**src/core/usr_pkg.sv**
```systemverilog
// shared constants and types for the synchronous slave serial receiver
package usr_pkg;
  // ==========================================================
  // register indexes (byte address is four times the index)
  localparam logic [9:0] IDX_INT_CTRL = 10'h00B; // interrupt_control
  localparam logic [9:0] IDX_PFLAGS = 10'h00C; // peripheral_flags_one
  localparam logic [9:0] IDX_RX_STAT = 10'h018; // receive_status_control
  localparam logic [9:0] IDX_RX_BUF = 10'h01A; // receive_buffer
  localparam logic [9:0] IDX_PENABLES = 10'h08C; // peripheral_enables_one
  localparam logic [9:0] IDX_TX_STAT = 10'h098; // transmit_status_control
  localparam logic [9:0] IDX_BAUD = 10'h099; // baud_divisor
  localparam logic [9:0] IDX_EVT_STAT = 10'h100; // event status, read only
  localparam logic [9:0] IDX_EVT_CLR = 10'h101; // event clear, write only
  localparam logic [9:0] IDX_EVT_EN = 10'h102; // event enable
  // ==========================================================
  // field positions
  localparam int B_GIE = 7; // global_interrupt_enable
  localparam int B_PERIPHERAL_INTERRUPT_ENABLE = 6; // peripheral_interrupt_enable
  localparam int B_RECEIVE_COMPLETE_FLAG = 5; // receive_complete_flag / receive_interrupt_enable
  localparam int B_SERIAL_PORT_ENABLE = 7; // serial_port_enable
  localparam int B_RX9 = 6; // nine_bit_receive_select
  localparam int B_CONTINUOUS_RECEIVE_ENABLE = 4; // continuous_receive_enable
  localparam int B_FRAMING_ERROR_FLAG = 2; // framing_error_flag
  localparam int B_OVERRUN_ERROR_FLAG = 1; // overrun_error_flag
  localparam int B_RECEIVED_NINTH_BIT = 0; // received_ninth_bit
  localparam int B_CLOCK_SOURCE_SELECT = 7; // clock_source_select
  localparam int B_SYNC = 4; // synchronous mode select
  localparam int B_TRANSMIT_SHIFT_EMPTY = 1; // transmit_shift_empty
  localparam int EVT_WORD = 0; // event: word received
  localparam int EVT_OVR = 1; // event: overrun
  // ==========================================================
  // values after reset and fixed values
  localparam logic [7:0] RST_ZERO = 8'h00;
  localparam logic [7:0] RST_TX_STAT = 8'h02;
  localparam logic [7:0] PFLAGS_SW_MASK = 8'hDF; // all flag bits but receive-complete
  localparam logic [7:0] RX_STAT_SW_MASK = 8'hF8; // control bits only
  localparam logic [7:0] TX_STAT_SW_MASK = 8'hF5; // bit 3 unimplemented, bit 1 status
  localparam logic [12:0] IRQ_VECTOR = 13'h0004;
  localparam logic [3:0] BITS_8 = 4'h8;
  localparam logic [3:0] BITS_9 = 4'h9;
  localparam logic [1:0] RESP_OKAY = 2'b00;
  localparam logic [1:0] RESP_SLVERR = 2'b10;
  // ==========================================================
  // a finished word as handed from the shifter to the buffer
  typedef struct packed {
    logic ninth; // ninth data bit
    logic [7:0] data; // low eight bits
  } usr_word_type;
  // pins of the serial link
  typedef struct packed {
    logic ck; // shift clock from the master
    logic dt; // data line
  } usr_link_type;
endpackage

```
**src/core/usr_rx.sv**
```systemverilog
// synchronous slave serial receiver with an axi4-lite register slave
module usr_rx (
  // clock and reset
  input wire logic i_mclk,
  input wire logic i_rst_n,
  // axi4-lite write address and data
  input wire logic [11:0] i_awaddr,
  input wire logic i_awvalid,
  output logic o_awready,
  input wire logic [31:0] i_wdata,
  input wire logic [3:0] i_wstrb,
  input wire logic i_wvalid,
  output logic o_wready,
  // axi4-lite write response
  output logic [1:0] o_bresp,
  output logic o_bvalid,
  input wire logic i_bready,
  // axi4-lite read
  input wire logic [11:0] i_araddr,
  input wire logic i_arvalid,
  output logic o_arready,
  output logic [31:0] o_rdata,
  output logic [1:0] o_rresp,
  output logic o_rvalid,
  input wire logic i_rready,
  // serial link pins: clock and data, both two-way
  input wire usr_pkg::usr_link_type i_link,
  output usr_pkg::usr_link_type o_link,
  output usr_pkg::usr_link_type o_link_oe,
  // core sleep and interrupt
  input wire logic i_core_sleep,
  output logic o_wake,
  output logic o_core_irq,
  output logic [12:0] o_irq_vector,
  output logic o_irq
);
  import usr_pkg::*;

  // ==========================================================
  // register state
  logic [7:0] int_ctrl_q; // interrupt_control
  logic [7:0] pflags_q; // peripheral_flags_one, bit 5 owned by hardware
  logic [7:0] rx_ctrl_q; // control half of receive_status_control
  logic overrun_error_flag_q; // overrun_error_flag
  usr_word_type rx_buf_q; // receive_buffer plus received_ninth_bit
  logic [7:0] penables_q; // peripheral_enables_one
  logic [7:0] tx_ctrl_q; // transmit_status_control
  logic [7:0] baud_q; // baud_divisor, kept for software only
  logic [1:0] evt_stat_q; // sticky event status
  logic [1:0] evt_en_q; // event enables

  // bus handshake state
  logic aw_held_q; // write address captured
  logic w_held_q; // write data captured
  logic [9:0] waddr_q; // captured word index
  logic [31:0] wdata_q; // captured write data
  logic wlane_q; // lane 0 strobe captured
  logic bvalid_q;
  logic [1:0] bresp_q;
  logic rvalid_q;
  logic [1:0] rresp_q;
  logic [31:0] rdata_q;

  // link sampling
  logic [1:0] ck_sync_q; // bit 0 first stage, bit 1 second stage
  logic [1:0] dt_sync_q;
  logic ck_prev_q; // last settled clock level for edge finding
  logic [8:0] shift_q; // receive_shift_register
  logic [3:0] bit_cnt_q; // bits taken in the current word

  // derived strobes
  logic wr_go; // a write is carried out this cycle
  logic rd_go; // a read is taken this cycle
  logic [9:0] rd_idx;
  logic rx_active; // receiver allowed to shift
  logic ck_fall; // falling edge of the master's clock
  logic [3:0] word_len;
  logic word_done; // last bit of a word taken this cycle
  logic buf_read; // software reads the receive buffer
  logic receive_complete_flag; // receive_complete_flag
  logic continuous_receive_enable_clear; // software clears continuous enable

  // ==========================================================
  // link pins: slave never drives the shift clock or data line
  assign o_link = '{ck: 1'b0, dt: 1'b0};
  assign o_link_oe = '{ck: 1'b0, dt: 1'b0};

  // ==========================================================
  // axi4-lite write channel
  assign o_awready = ~aw_held_q;
  assign o_wready = ~w_held_q;
  assign o_bvalid = bvalid_q;
  assign o_bresp = bresp_q;
  // both halves present and no response waiting
  assign wr_go = aw_held_q & w_held_q & ~bvalid_q;

  // capture address and data independently, in either order
  always_ff @(posedge i_mclk) begin
    if (!i_rst_n) begin
      aw_held_q <= 1'b0;
      w_held_q <= 1'b0;
      waddr_q <= '0;
      wdata_q <= '0;
      wlane_q <= 1'b0;
    end else begin
      if (i_awvalid && o_awready) begin
        aw_held_q <= 1'b1;
        waddr_q <= i_awaddr[11:2];
      end else if (wr_go) begin
        aw_held_q <= 1'b0;
      end
      if (i_wvalid && o_wready) begin
        w_held_q <= 1'b1;
        wdata_q <= i_wdata;
        wlane_q <= i_wstrb[0];
      end else if (wr_go) begin
        w_held_q <= 1'b0;
      end
    end
  end

  // write response, error for an index that holds nothing
  always_ff @(posedge i_mclk) begin
    if (!i_rst_n) begin
      bvalid_q <= 1'b0;
      bresp_q <= RESP_OKAY;
    end else if (wr_go) begin
      bvalid_q <= 1'b1;
      unique case (waddr_q)
        IDX_INT_CTRL, IDX_PFLAGS, IDX_RX_STAT, IDX_RX_BUF, IDX_PENABLES,
        IDX_TX_STAT, IDX_BAUD, IDX_EVT_STAT, IDX_EVT_CLR, IDX_EVT_EN: begin
          bresp_q <= RESP_OKAY;
        end
        default: begin
          bresp_q <= RESP_SLVERR;
        end
      endcase
    end else if (i_bready) begin
      bvalid_q <= 1'b0;
    end
  end

  // ==========================================================
  // software writes to plain control registers
  always_ff @(posedge i_mclk) begin
    if (!i_rst_n) begin
      int_ctrl_q <= RST_ZERO;
      penables_q <= RST_ZERO;
      tx_ctrl_q <= RST_TX_STAT;
      baud_q <= RST_ZERO;
      rx_ctrl_q <= RST_ZERO;
      evt_en_q <= '0;
    end else if (wr_go && wlane_q) begin
      unique case (waddr_q)
        IDX_INT_CTRL: begin
          int_ctrl_q <= wdata_q[7:0];
        end
        IDX_PENABLES: begin
          penables_q <= wdata_q[7:0];
        end
        IDX_TX_STAT: begin
          // unimplemented bit 3 never stored
          tx_ctrl_q <= (wdata_q[7:0] & TX_STAT_SW_MASK) | RST_TX_STAT;
        end
        IDX_BAUD: begin
          baud_q <= wdata_q[7:0];
        end
        IDX_RX_STAT: begin
          // single receive enable is stored but steers nothing
          rx_ctrl_q <= wdata_q[7:0] & RX_STAT_SW_MASK;
        end
        IDX_EVT_EN: begin
          evt_en_q <= wdata_q[1:0];
        end
        default: begin
        end
      endcase
    end
  end

  // continuous enable falling by software write
  assign continuous_receive_enable_clear = wr_go && wlane_q && (waddr_q == IDX_RX_STAT)
                      && rx_ctrl_q[B_CONTINUOUS_RECEIVE_ENABLE] && !wdata_q[B_CONTINUOUS_RECEIVE_ENABLE];

  // ==========================================================
  // axi4-lite read channel
  assign o_arready = ~rvalid_q;
  assign o_rvalid = rvalid_q;
  assign o_rdata = rdata_q;
  assign o_rresp = rresp_q;
  assign rd_go = i_arvalid & ~rvalid_q;
  assign rd_idx = i_araddr[11:2];
  // reading the buffer releases the receive-complete flag
  assign buf_read = rd_go && (rd_idx == IDX_RX_BUF);

  // read data mux, registered at the address handshake
  always_ff @(posedge i_mclk) begin
    if (!i_rst_n) begin
      rvalid_q <= 1'b0;
      rresp_q <= RESP_OKAY;
      rdata_q <= '0;
    end else if (rd_go) begin
      rvalid_q <= 1'b1;
      rresp_q <= RESP_OKAY;
      rdata_q <= '0;
      unique case (rd_idx)
        IDX_INT_CTRL: begin
          rdata_q[7:0] <= int_ctrl_q;
        end
        IDX_PFLAGS: begin
          rdata_q[7:0] <= pflags_q;
        end
        IDX_RX_STAT: begin
          // framing errors cannot occur in synchronous mode, bit reads zero
          rdata_q[7:0] <= {rx_ctrl_q[7:3], 1'b0, overrun_error_flag_q, rx_buf_q.ninth};
        end
        IDX_RX_BUF: begin
          rdata_q[7:0] <= rx_buf_q.data;
        end
        IDX_PENABLES: begin
          rdata_q[7:0] <= penables_q;
        end
        IDX_TX_STAT: begin
          rdata_q[7:0] <= tx_ctrl_q & TX_STAT_SW_MASK | RST_TX_STAT;
        end
        IDX_BAUD: begin
          rdata_q[7:0] <= baud_q;
        end
        IDX_EVT_STAT: begin
          rdata_q[1:0] <= evt_stat_q;
        end
        IDX_EVT_CLR, IDX_EVT_EN: begin
          // clear register is write only and reads zero
          rdata_q[1:0] <= (rd_idx == IDX_EVT_EN) ? evt_en_q : 2'b00;
        end
        default: begin
          rresp_q <= RESP_SLVERR;
        end
      endcase
    end else if (i_rready) begin
      rvalid_q <= 1'b0;
    end
  end

  // ==========================================================
  // link synchronisers, two stages before any logic looks
  always_ff @(posedge i_mclk) begin
    if (!i_rst_n) begin
      ck_sync_q <= 2'b00;
      dt_sync_q <= 2'b00;
      ck_prev_q <= 1'b0;
    end else begin
      ck_sync_q <= {ck_sync_q[0], i_link.ck};
      dt_sync_q <= {dt_sync_q[0], i_link.dt};
      ck_prev_q <= ck_sync_q[1];
    end
  end

  // data is sampled on the falling clock edge, as in master receive
  assign ck_fall = ck_prev_q & ~ck_sync_q[1];
  // slave mode: synchronous, port on, external clock; sleep does not gate it
  assign rx_active = tx_ctrl_q[B_SYNC] & rx_ctrl_q[B_SERIAL_PORT_ENABLE] & ~tx_ctrl_q[B_CLOCK_SOURCE_SELECT]
                     & rx_ctrl_q[B_CONTINUOUS_RECEIVE_ENABLE];
  assign word_len = rx_ctrl_q[B_RX9] ? BITS_9 : BITS_8;
  assign word_done = rx_active && ck_fall && (bit_cnt_q == word_len - 4'h1);

  // ==========================================================
  // shift register: least significant bit arrives first
  always_ff @(posedge i_mclk) begin
    if (!i_rst_n) begin
      shift_q <= '0;
      bit_cnt_q <= '0;
    end else if (!rx_active) begin
      // a dropped enable abandons any partial word
      bit_cnt_q <= '0;
    end else if (ck_fall) begin
      // one bit per falling edge of the master clock
      shift_q <= {dt_sync_q[1], shift_q[8:1]};
      bit_cnt_q <= word_done ? 4'h0 : bit_cnt_q + 4'h1;
    end
  end

  // ==========================================================
  // receive buffer, flag and overrun
  assign receive_complete_flag = pflags_q[B_RECEIVE_COMPLETE_FLAG];

  // finished word moves to the buffer unless unread data waits there
  always_ff @(posedge i_mclk) begin
    if (!i_rst_n) begin
      rx_buf_q <= '0;
    end else if (word_done && (!receive_complete_flag || buf_read)) begin
      // realign the word so bit 0 is the first bit taken
      if (rx_ctrl_q[B_RX9]) begin
        rx_buf_q <= '{ninth: dt_sync_q[1], data: shift_q[8:1]};
      end else begin
        rx_buf_q <= '{ninth: rx_buf_q.ninth, data: {dt_sync_q[1], shift_q[8:2]}};
      end
    end
  end

  // peripheral flags: hardware sets receive-complete, set beats the clear
  always_ff @(posedge i_mclk) begin
    if (!i_rst_n) begin
      pflags_q <= RST_ZERO;
    end else begin
      if (wr_go && wlane_q && (waddr_q == IDX_PFLAGS)) begin
        pflags_q <= (wdata_q[7:0] & PFLAGS_SW_MASK) | (pflags_q & ~PFLAGS_SW_MASK);
      end
      if (word_done && (!receive_complete_flag || buf_read)) begin
        pflags_q[B_RECEIVE_COMPLETE_FLAG] <= 1'b1;
      end else if (buf_read) begin
        pflags_q[B_RECEIVE_COMPLETE_FLAG] <= 1'b0;
      end
    end
  end

  // overrun: unread data kept, new word dropped, cleared with the enable
  always_ff @(posedge i_mclk) begin
    if (!i_rst_n) begin
      overrun_error_flag_q <= 1'b0;
    end else if (word_done && receive_complete_flag && !buf_read) begin
      overrun_error_flag_q <= 1'b1;
    end else if (continuous_receive_enable_clear) begin
      overrun_error_flag_q <= 1'b0;
    end
  end

  // ==========================================================
  // event status: sticky, write-one clear, set wins over clear
  always_ff @(posedge i_mclk) begin
    if (!i_rst_n) begin
      evt_stat_q <= '0;
    end else begin
      for (int i = 0; i < 2; i++) begin
        if ((i == EVT_WORD) ? (word_done && (!receive_complete_flag || buf_read))
                            : (word_done && receive_complete_flag && !buf_read)) begin
          evt_stat_q[i] <= 1'b1;
        end else if (wr_go && wlane_q && (waddr_q == IDX_EVT_CLR) && wdata_q[i]) begin
          evt_stat_q[i] <= 1'b0;
        end
      end
    end
  end

  // ==========================================================
  // core interrupt, wake and vector
  always_ff @(posedge i_mclk) begin
    if (!i_rst_n) begin
      o_wake <= 1'b0;
      o_core_irq <= 1'b0;
      o_irq_vector <= '0;
      o_irq <= 1'b0;
    end else begin
      // flag and enable wake a sleeping core even without global enable
      o_wake <= i_core_sleep & receive_complete_flag & penables_q[B_RECEIVE_COMPLETE_FLAG];
      o_core_irq <= receive_complete_flag & penables_q[B_RECEIVE_COMPLETE_FLAG] & int_ctrl_q[B_PERIPHERAL_INTERRUPT_ENABLE] & int_ctrl_q[B_GIE];
      // branch target presented once the core is interrupted
      if (receive_complete_flag && penables_q[B_RECEIVE_COMPLETE_FLAG] && int_ctrl_q[B_GIE] && int_ctrl_q[B_PERIPHERAL_INTERRUPT_ENABLE]) begin
        o_irq_vector <= IRQ_VECTOR;
      end else begin
        o_irq_vector <= '0;
      end
      o_irq <= |(evt_stat_q & evt_en_q);
    end
  end

endmodule

```
**config.mk**
```make
export PLATFORM = sky130hd
export DESIGN_NAME = usr_rx
export DESIGN_NICKNAME = d
export VERILOG_FILES = /design/src/core/usr_pkg.sv /design/src/core/usr_rx.sv
export SDC_FILE = /design/constraint.sdc
export NUM_CORES = 1
export LEC_CHECK = 0
export BUFFER_PORTS_ARGS = -buffer_cell sky130_fd_sc_hd__buf_2
export CAP_MARGIN = 20
export CORE_ASPECT_RATIO = 0.9
export CORE_MARGIN = 3
export CORE_UTILIZATION = 24
export DETAILED_ROUTE_END_ITERATION = 8
export SYNTH_ARGS = -nofsm -noshare
export SYNTH_HDL_FRONTEND = slang
export SYNTH_SLANG_ARGS = --single-unit
```
**constraint.sdc**
```tcl
create_clock -name i_mclk -period 2 [get_ports i_mclk]
set_clock_uncertainty 0.05 [all_clocks]
set_input_delay 0.6 -clock i_mclk [delete_from_list [all_inputs] [get_ports i_mclk]]
set_output_delay 0.6 -clock i_mclk [all_outputs]
set_load 0.03 [all_outputs]
```
# ---- After elaboration in Yosys (flattened, before gate mapping)
# Cells that the tools add are included.
dict set report word_totals {
  elab_cells 144
  output_inout_bits 61
  in_bits 70
  register_bits 126
}
dict set report op_classes {
  n_eq_ne 21
  n_bitwise 20
  n_reduce_logical 44
  mux 25
  n_addsub 2
}
# cell n
set ops {}
lappend ops {{$eq 10x8->1 const B} 6}
lappend ops {{$eq 10x9->1 const B} 6}
lappend ops {{$pmux 6 s7} 1}
lappend ops {{$eq 10x4->1 const B} 4}
lappend ops {{$eq 10x5->1 const B} 4}
lappend ops {{$reduce_or 10->1} 2}
lappend ops {{$logic_and 1x1->1} 19}
lappend ops {{$pmux 2 s9} 1}
lappend ops {{$reduce_and 2->1} 9}
lappend ops {{$mux 1} 16}
lappend ops {{$reduce_bool 2->1} 7}
lappend ops {{$and 1x1->1} 12}
lappend ops {{$mux 8} 1}
lappend ops {{$or 8x6->8} 1}
lappend ops {{$mux 2} 3}
lappend ops {{$mux 6} 1}
lappend ops {{$not 1->1} 6}
lappend ops {{$add 4x1->4 const B} 1}
lappend ops {{$eq 4x4->1} 1}
lappend ops {{$mux 4} 1}
lappend ops {{$reduce_or 2->1} 2}
lappend ops {{$sub 4x1->4 const B} 1}
lappend ops {{$logic_not 1->1} 3}
lappend ops {{$mux 3} 1}
lappend ops {{3 further kinds} 3}

# ---- Logic depth before layout (Yosys ltp)
# Gate-level depths: netlist (run 1).
dict set report depth {
  depth_word 8
  ltp_mapped 7
  mapped_depth_nobuf 5
}

# ---- Worst setup path after synthesis (run 1)
# Ideal clock, no wire load.
dict set report synth_timing {
  path_kind {input-to-reg}
  from {input port i_araddr[9]}
  to {register rx_buf_q[7] (netlist name)}
  t_required_ns 1.834
  stages 7
  setup_time_ns 0.116
  arrival_time_ns 1.889
  path_buffers 2
  path_slack_ns -0.055
  path_cell_list {buf_2 and4bb_2 a41oi_2 nor3b_4 buf_6 nand2_1 o211a_1}
}
dict set report synth_between {
  elab_chain_cells 4
}
# element line_no
set synth_lines {}
lappend synth_lines {{start: declaration} usr_rx.sv:19} ;# input wire logic [11:0] i_araddr,
lappend synth_lines {{$eq 10x5->1} usr_rx.sv:194} ;# assign buf_read = rd_go && (rd_idx == IDX_RX_BUF);
lappend synth_lines {{$logic_and 1x1->1} usr_rx.sv:194}
lappend synth_lines {{$logic_or 1x1->1} -}
lappend synth_lines {{$logic_and 1x1->1} -}
lappend synth_lines {{end signal: assignment} usr_rx.sv:294} ;# rx_buf_q <= '{ninth: dt_sync_q[1], data: shift_q[8:1]};
lappend synth_lines {{end signal: assignment} usr_rx.sv:296} ;# rx_buf_q <= '{ninth: rx_buf_q.ninth, data: {dt_sync_q[1], shift_q[8:2]}};
lappend synth_lines {{end: declaration} usr_rx.sv:45} ;# usr_word_type rx_buf_q;
# No other way between the ends.
# A chain may end at the register's enable or synchronous reset.

# ---- Worst setup path in the final report (run 1)
dict set report layout_timing {
  from {register waddr_q[4]}
  to {register pflags_q[7]}
}
dict set report layout_between {
  elab_chain_cells 2
}
# element line_no
set layout_lines {}
lappend layout_lines {{start: declaration} usr_rx.sv:55} ;# logic [9:0] waddr_q;
lappend layout_lines {{start signal: assignment} usr_rx.sv:108} ;# waddr_q <= i_awaddr[11:2];
lappend layout_lines {{$eq 10x4->1} usr_rx.sv:306} ;# if (wr_go && wlane_q && (waddr_q == IDX_PFLAGS)) begin
lappend layout_lines {{$logic_and 1x1->1} usr_rx.sv:306}
lappend layout_lines {{end signal: assignment} usr_rx.sv:307} ;# pflags_q <= (wdata_q[7:0] & PFLAGS_SW_MASK) | (pflags_q & ~PFLAGS_SW_MASK);
lappend layout_lines {{end: declaration} usr_rx.sv:42} ;# logic [7:0] pflags_q;
# No other way between the ends.

==> flow_summary.ini, run 1 <==
[detailed_routing]
drt_iter0_drc = 197
antenna_left = 0
first_pass_iters = 4
wl_microns = 12600
vias_per_cell = 4.18
wl_per_cell_microns = 13.1
vias = 4025
drc = 0

[clock_tree]
cts_tree = yes
postCtsSetupRepairBufs = 0
root_buffer = clkbuf_16
cts-buffers-inserted = 9
clk_pin_slew_ns = 0.08
clk_latency_ns = 0.36
clock_path_buffers = 2
cts.htree.levels = 3
ctsHoldBuffers = 0
cts_num_sinks = 111

[grt]
grt_usage = 0.101
grt_start_max_net_pins = 67
overflow = 0
grt_antenna_before_repair = 0
grt_pass1_vias = 3739
grt_pass1_wl_microns = 20000

[die]
dieArea_sq_um = 24800
chipHeight_microns = 150
row_count = 51
die_w_microns = 166
ioPinCount = 131
core_sq_um = 22100
initial_utilization = 0.250

[synth]
postSynth.asyncResetShare = 0
synth_ff_type = dfxtp_1
synth-edff-count = 0
synth_area_leaders = dfxtp_1 (40%), mux2i_1 (14%), nor2b_1 (6.6%)
synthCells = 580
avgSynthCellArea_sq_um = 9.51
yosysSeqAreaShare = 0.403
yosys.area.top_type = dfxtp_1
ys_seq_elements = 111
ys_types = 71
ys_warn_count = 0
synthesis.area_sq_um = 5510
synth.top_cell.area_share = 0.403

[sta]
setup_violations = 0
slew_violations = 0
finalCriticalPeriod_ns = 1.81
timing.fmax_ghz = 0.551
hold_viol = 0
tns_ns = 0
rsz0062_at_grt = no
worst_slack_ns = 0.186
period_share = 0.907

[final_layout]
utilization = 0.297
drive_gt1_frac = 0.217
nNetsFinal = 738
antennaDiodeCount = 0
area_delta_synth_final_pct = 18.8
final_cell_area_sq_um = 6550

[power]
ir_drop_mv = 0.344
p_per_area_nw_per_um2 = 700
power_uw = 4580
p_leak_uw = 0.00266

[hold_path]
hp-start = dt_sync_q[0]$_SDFF_PN0_
hp-class = flop to flop
whs_endpoint = dt_sync_q[1]$_SDFF_PN0_
hold_depth = 1

[placed_design]
finalWeightedCongestion = 0.801
place_area_sq_um = 6250
io_buffers = 57
place_hpwl_microns = 9560
place_ws_ns = -0.182

[setup_path]
end_kind = flop
reg2reg_slack_ns = 0.19
slowest_stage = or3_4
startpoint = waddr_q[4]$_SDFFE_PN0P_
start_kind = flop
path_class = flop to flop
cp_max_fo = 7
cpLargestDelayFamily = simple AND/OR/NAND/NOR gates
cp_slowest_stage_delay_ns = 0.44
cp_data_arrival_time_ns = 2.01
worstRegToRegCells = 5
crit_path_cell_trace = or3_4 -> nor3_4 -> nand2_1 -> mux2i_1 -> nor2b_1
path_buf_inv = 0
crit_required_ns = 2.20
r2r-end = pflags_q[7]$_SDFFE_PN0P_
r2r-start = waddr_q[4]$_SDFFE_PN0P_

[run]
cap_violations = 0

[status]
status = complete, no violations
[cell usage in the layout, fill, tap and decap left out, types with 2 or more instances in the layout]
master and count:
mux2i_1 77, buf_4 46, a211oi_1 5, a31oi_1 3, conb_1 42, o21ai_0 13
and4b_1 3, buf_12 3, nand3_1 11, a21oi_1 5, clkbuf_16 9, dfxtp_1 111
nor4b_2 2, nand2_1 74, inv_8 4, a22oi_1 4, nor3b_4 2, nor4b_1 2
o211a_1 9, and3b_1 2, and2b_1 3, o22ai_1 6, a21boi_0 24, inv_2 2
buf_2 57, mux2_2 2, a21boi_1 2, nor2b_1 58, nand4_1 2, nor3b_1 5
and2_1 7, nor2_1 21, nand4b_1 3, nor3_4 3, nor3_1 2, or3_1 2
inv_1 8, xnor2_1 2, nand2b_1 5
[synth_stat cells, drive strengths merged, types with 2 or more instances]
library cell / instances
a211oi: 5
a21boi: 26
a21oi: 5
a22oi: 4
a31oi: 3
and2: 7
and2b: 5
and3b: 2
and4b: 3
buf: 56
clkbuf: 15
dfxtp: 111
inv: 10
mux2: 2
mux2i: 77
nand2: 74
nand2b: 5
nand3: 12
nand4: 3
nand4b: 4
nor2: 22
nor2b: 58
nor3: 5
nor3b: 8
nor4b: 4
o211a: 9
o21ai: 13
o22ai: 6
or2: 2
or3: 3
xnor2: 2
[flip-flops by register name (all words and copies together) (netlist names), 8 cells and up]
name	count
baud_q	8
o_rdata	8
waddr_q	10
penables_q	8
pflags_q	8
shift_q	8
int_ctrl_q	8
rx_buf_q	9
wdata_q	8
[area by class of cell]
class	instances	area (sq um)
clock buffers	9	225
clock inverters	7	78.8
inverters	10	37.5
well taps	291	364
repair buffers	106	691
fillers	2380	15500
flip-flops and latches	111	2220
multi-input cells	429	2930
[power by group]
part           switching [uW]  total, uW  internal (uW)
clock network             946       1850            900
logic                     284        442            158
registers                50.9       2290           2240
total                    1280       4580           3300
[worst max path at each step]
stage               cells after the start  slack [ns]                       end
floorplan                               7       -0.02  rx_buf_q[7]$_SDFFE_PN0P_
global placement                        8       -0.15  rx_buf_q[3]$_SDFFE_PN0P_
detailed placement                      8       -0.18  rx_buf_q[3]$_SDFFE_PN0P_
CTS                                     5        0.16  pflags_q[7]$_SDFFE_PN0P_
global route                            5        0.04  pflags_q[3]$_SDFFE_PN0P_
finish                                  5        0.19  pflags_q[7]$_SDFFE_PN0P_
[timing repair]
item	CTS	global route
resized for setup	0	1
hold endpoints to repair	0	0
setup endpoints to repair	0	1
[stage by stage]
stage	hold WS, ns	cells
2_1_floorplan	0.362	621
4_1_cts	0.377	963
3_3_place_gp	0.368	947
5_1_grt	0.394	963
3_5_place_dp	0.378	947
6_report	0.387	963
[cells by family after synthesis]
logic type / synth area share
fa+ha+maj: 0.00227
xor+xnor: 0.00318
simple gates: 0.245
buf+inv: 0.0933
mux: 0.144
other cells: 0.000680
flops: 0.403
compound gates: 0.109
[worst reg2reg max path: stages, from the launching register on]
cell	delay (ns)
dfxtp_1	0.35
or3_4	0.44
nor3_4	0.28
nand2_1	0.30
mux2i_1	0.22
nor2b_1	0.06
[metal layers]
metal | routed length, microns | global-route usage | vias to the layer above
met2 | 4840 | 0.140 | 96
met5 | 0 | 0 | -
met1 | 6790 | 0.150 | 1817
li1 | - | - | 2098
met3 | 792 | 0.0291 | 14
met4 | 173 | 0.0291 | 0
(Power assumes the default switching activity.)
==> inputs of run 2 (changes only) <==
==> constraint.sdc (replaced) <==
create_clock -name i_mclk -period 1.5 [get_ports i_mclk]
set_clock_uncertainty 0.05 [all_clocks]
set_input_delay 0.225 -clock i_mclk [delete_from_list [all_inputs] [get_ports i_mclk]]
set_output_delay 0.225 -clock i_mclk [all_outputs]
set_load 0.03 [all_outputs]
==> run 2 against run 1 <==
Combinational power rose by 53%. Worst hold slack worse by 0.35 ns. Core utilization grew 2.3 points. Critical path depth is 2 higher. Flip-flop and latch count is the same. First-iteration DRC count increased by 27%. The flow now finishes with violations (negative setup slack). Clock-buffer cell count up 2. Wire length increased by 5.2%. Final cell count increased by 3.1%.
==> flow_summary.ini, run 2 (synthesis results as in run 1) <==
[sta]
period_share = 1.16
worst_slack_ns = -0.244
hold_viol = 0
timing.fmax_ghz = 0.573
setup_violations = 54
rsz0062_at_grt = yes
finalCriticalPeriod_ns = 1.74
tns_ns = -7.85
slew_violations = 0

[clock_tree]
clk_latency_ns = 0.36
root_buffer = clkbuf_16
cts_tree = yes
clk_pin_slew_ns = 0.08
cts_num_sinks = 111
cts.htree.levels = 3
clock_path_buffers = 2
cts-buffers-inserted = 9

[final_layout]
largest_reg_flops = 10
drive_gt1_frac = 0.308
final_common_cell = dfxtp_1
area_delta_synth_final_pct = 28.0
layout_common_cells = dfxtp_1 (98), mux2i_1 (75), nand2_1 (62)
n_fill_cell = 2288
antennaDiodeCount = 0
nNetsFinal = 769
largestRegisters = waddr_q (10), rx_buf_q (9)
fin_cells = 993
top_register = waddr_q

[die]
initial_utilization = 0.250
row_count = 51
core_sq_um = 22100
dieArea_sq_um = 24800
die_w_microns = 166
chipHeight_microns = 150
ioPinCount = 131

[setup_path]
end_kind = flop
cp.depth = 7
startpoint = waddr_q[8]$_SDFFE_PN0P_
reg2reg_slack_ns = -0.24
cp_data_arrival_time_ns = 1.95
start_kind = flop
cp_slowest_stage_delay_ns = 0.32
r2r-end = baud_q[5]$_SDFFE_PN0P_
crit_path_cell_trace = and2b_4 -> nand4_4 -> buf_6 -> nor4b_4 -> buf_6 -> mux2i_2 -> nor2b_1
r2r-start = waddr_q[8]$_SDFFE_PN0P_
slowest_stage = dfxtp_2
worstRegToRegCells = 7
cp_max_fo = 8
cpLargestDelayFamily = simple AND/OR/NAND/NOR gates
path_class = flop to flop
crit_required_ns = 1.70
cpMostUsedCell = buf_6
endpoint = baud_q[5]$_SDFFE_PN0P_
path_buf_inv = 2

[detailed_routing]
wl_microns = 13200
first_pass_iters = 4
vias_per_cell = 4.23
drt_iter0_drc = 250
antenna_left = 0
wl_per_cell_microns = 13.3
drc = 0
vias = 4201

[grt]
grt_usage = 0.106
overflow = 0
grt_pass1_vias = 4039
grt_antenna_before_repair = 0
grt_start_max_net_pins = 49
grt_pass1_wl_microns = 21400

[placed_design]
placed_cells = 974
io_buffers = 57
finalWeightedCongestion = 0.780
place_hpwl_microns = 9810
place_ws_ns = -0.323

[power]
power_uw = 6120
p_per_area_nw_per_um2 = 866
p_leak_uw = 0.00286
ir_drop_mv = 0.437

[hold_path]
hp-class = input pin to flop

[status]
violations = negative setup slack
status = finished, violations left

[run]
cap_violations = 0
## run 2: cell types whose count changed in the layout (fill, tap and decap cells not counted), moves of 3 or more
| cell | previous run | this run |
|---|---|---|
| dfxtp_2 | 0 | 11 |
| buf_12 | 3 | 8 |
| dfxtp_1 | 111 | 98 |
| o21ai_1 | 0 | 3 |
| buf_6 | 0 | 13 |
| buf_4 | 46 | 59 |
| nand2_1 | 74 | 62 |
| a21boi_1 | 2 | 5 |
| a21boi_0 | 24 | 20 |
| nand2_2 | 0 | 11 |
| o21ai_0 | 13 | 9 |
## run 2: worst min path at each step
stage	start	endpoint	slack, ns	cells past startpoint
finish	i_core_sleep	o_wake$_SDFF_PN0_	0.03	3
global route	i_link[1]	ck_sync_q[0]$_SDFF_PN0_	0.03	2
CTS	i_core_sleep	o_wake$_SDFF_PN0_	0.02	3
detailed placement	dt_sync_q[0]$_SDFF_PN0_	dt_sync_q[1]$_SDFF_PN0_	0.38	1
global placement	ck_sync_q[0]$_SDFF_PN0_	ck_sync_q[1]$_SDFF_PN0_	0.37	1
floorplan	i_core_sleep	o_wake$_SDFF_PN0_	0.29	2
## run 2: cell type report
type | count | area, sq um | area share
tap | 291 | 364 | 0.0516
timing repair buffer | 137 | 1030 | 0.147
clock buffer | 11 | 253 | 0.0358
clock inverter | 4 | 37.5 | 0.00532
sequential | 111 | 2240 | 0.318
multi-input combinational | 429 | 3090 | 0.437
inverter | 10 | 40.0 | 0.00567
## run 2: worst register-to-register path, stage by stage (launching register included)
cell and delay (ns):
dfxtp_2 0.32, and2b_4 0.26, nand4_4 0.09, buf_6 0.15, nor4b_4 0.27, buf_6 0.21, mux2i_2 0.22, nor2b_1 0.06
## run 2: per-stage QoR
step            util  hold slack, ns  area [sq um]
6_report       0.320          0.0324          7060
5_1_grt        0.320          0.0329          7060
4_1_cts        0.314          0.0154          6940
3_5_place_dp   0.296           0.375          6540
3_3_place_gp   0.296           0.374          6540
2_1_floorplan      -           0.287          5710
## run 2: power breakdown
group	total [uW]	internal, uW	leakage [uW]	switching (uW)
Clock	2390	1240	0.000146	1150
Sequential	3050	2990	0.000905	58.2
Combinational	678	264	0.00181	414
Total	6120	4500	0.00286	1620
## run 2: repair_timing
| item | CTS | global route |
|---|---|---|
| pin swaps | 11 | 9 |
| setup buffers | 2 | 5 |
| cloned | 0 | 0 |
| hold buffers | 0 | 0 |
| gates resized for setup | 36 | 27 |
| endpoints found under the setup margin | 67 | 66 |
## run 2: layer usage
metal,global-route usage,vias up,wire [microns],share of wire
met2,0.148,94,5370,0.41
li1,-,2159,-,-
met4,0.0287,0,141,0.011
met5,0,-,0,0
met1,0.161,1939,7130,0.54
met3,0.0267,9,605,0.046
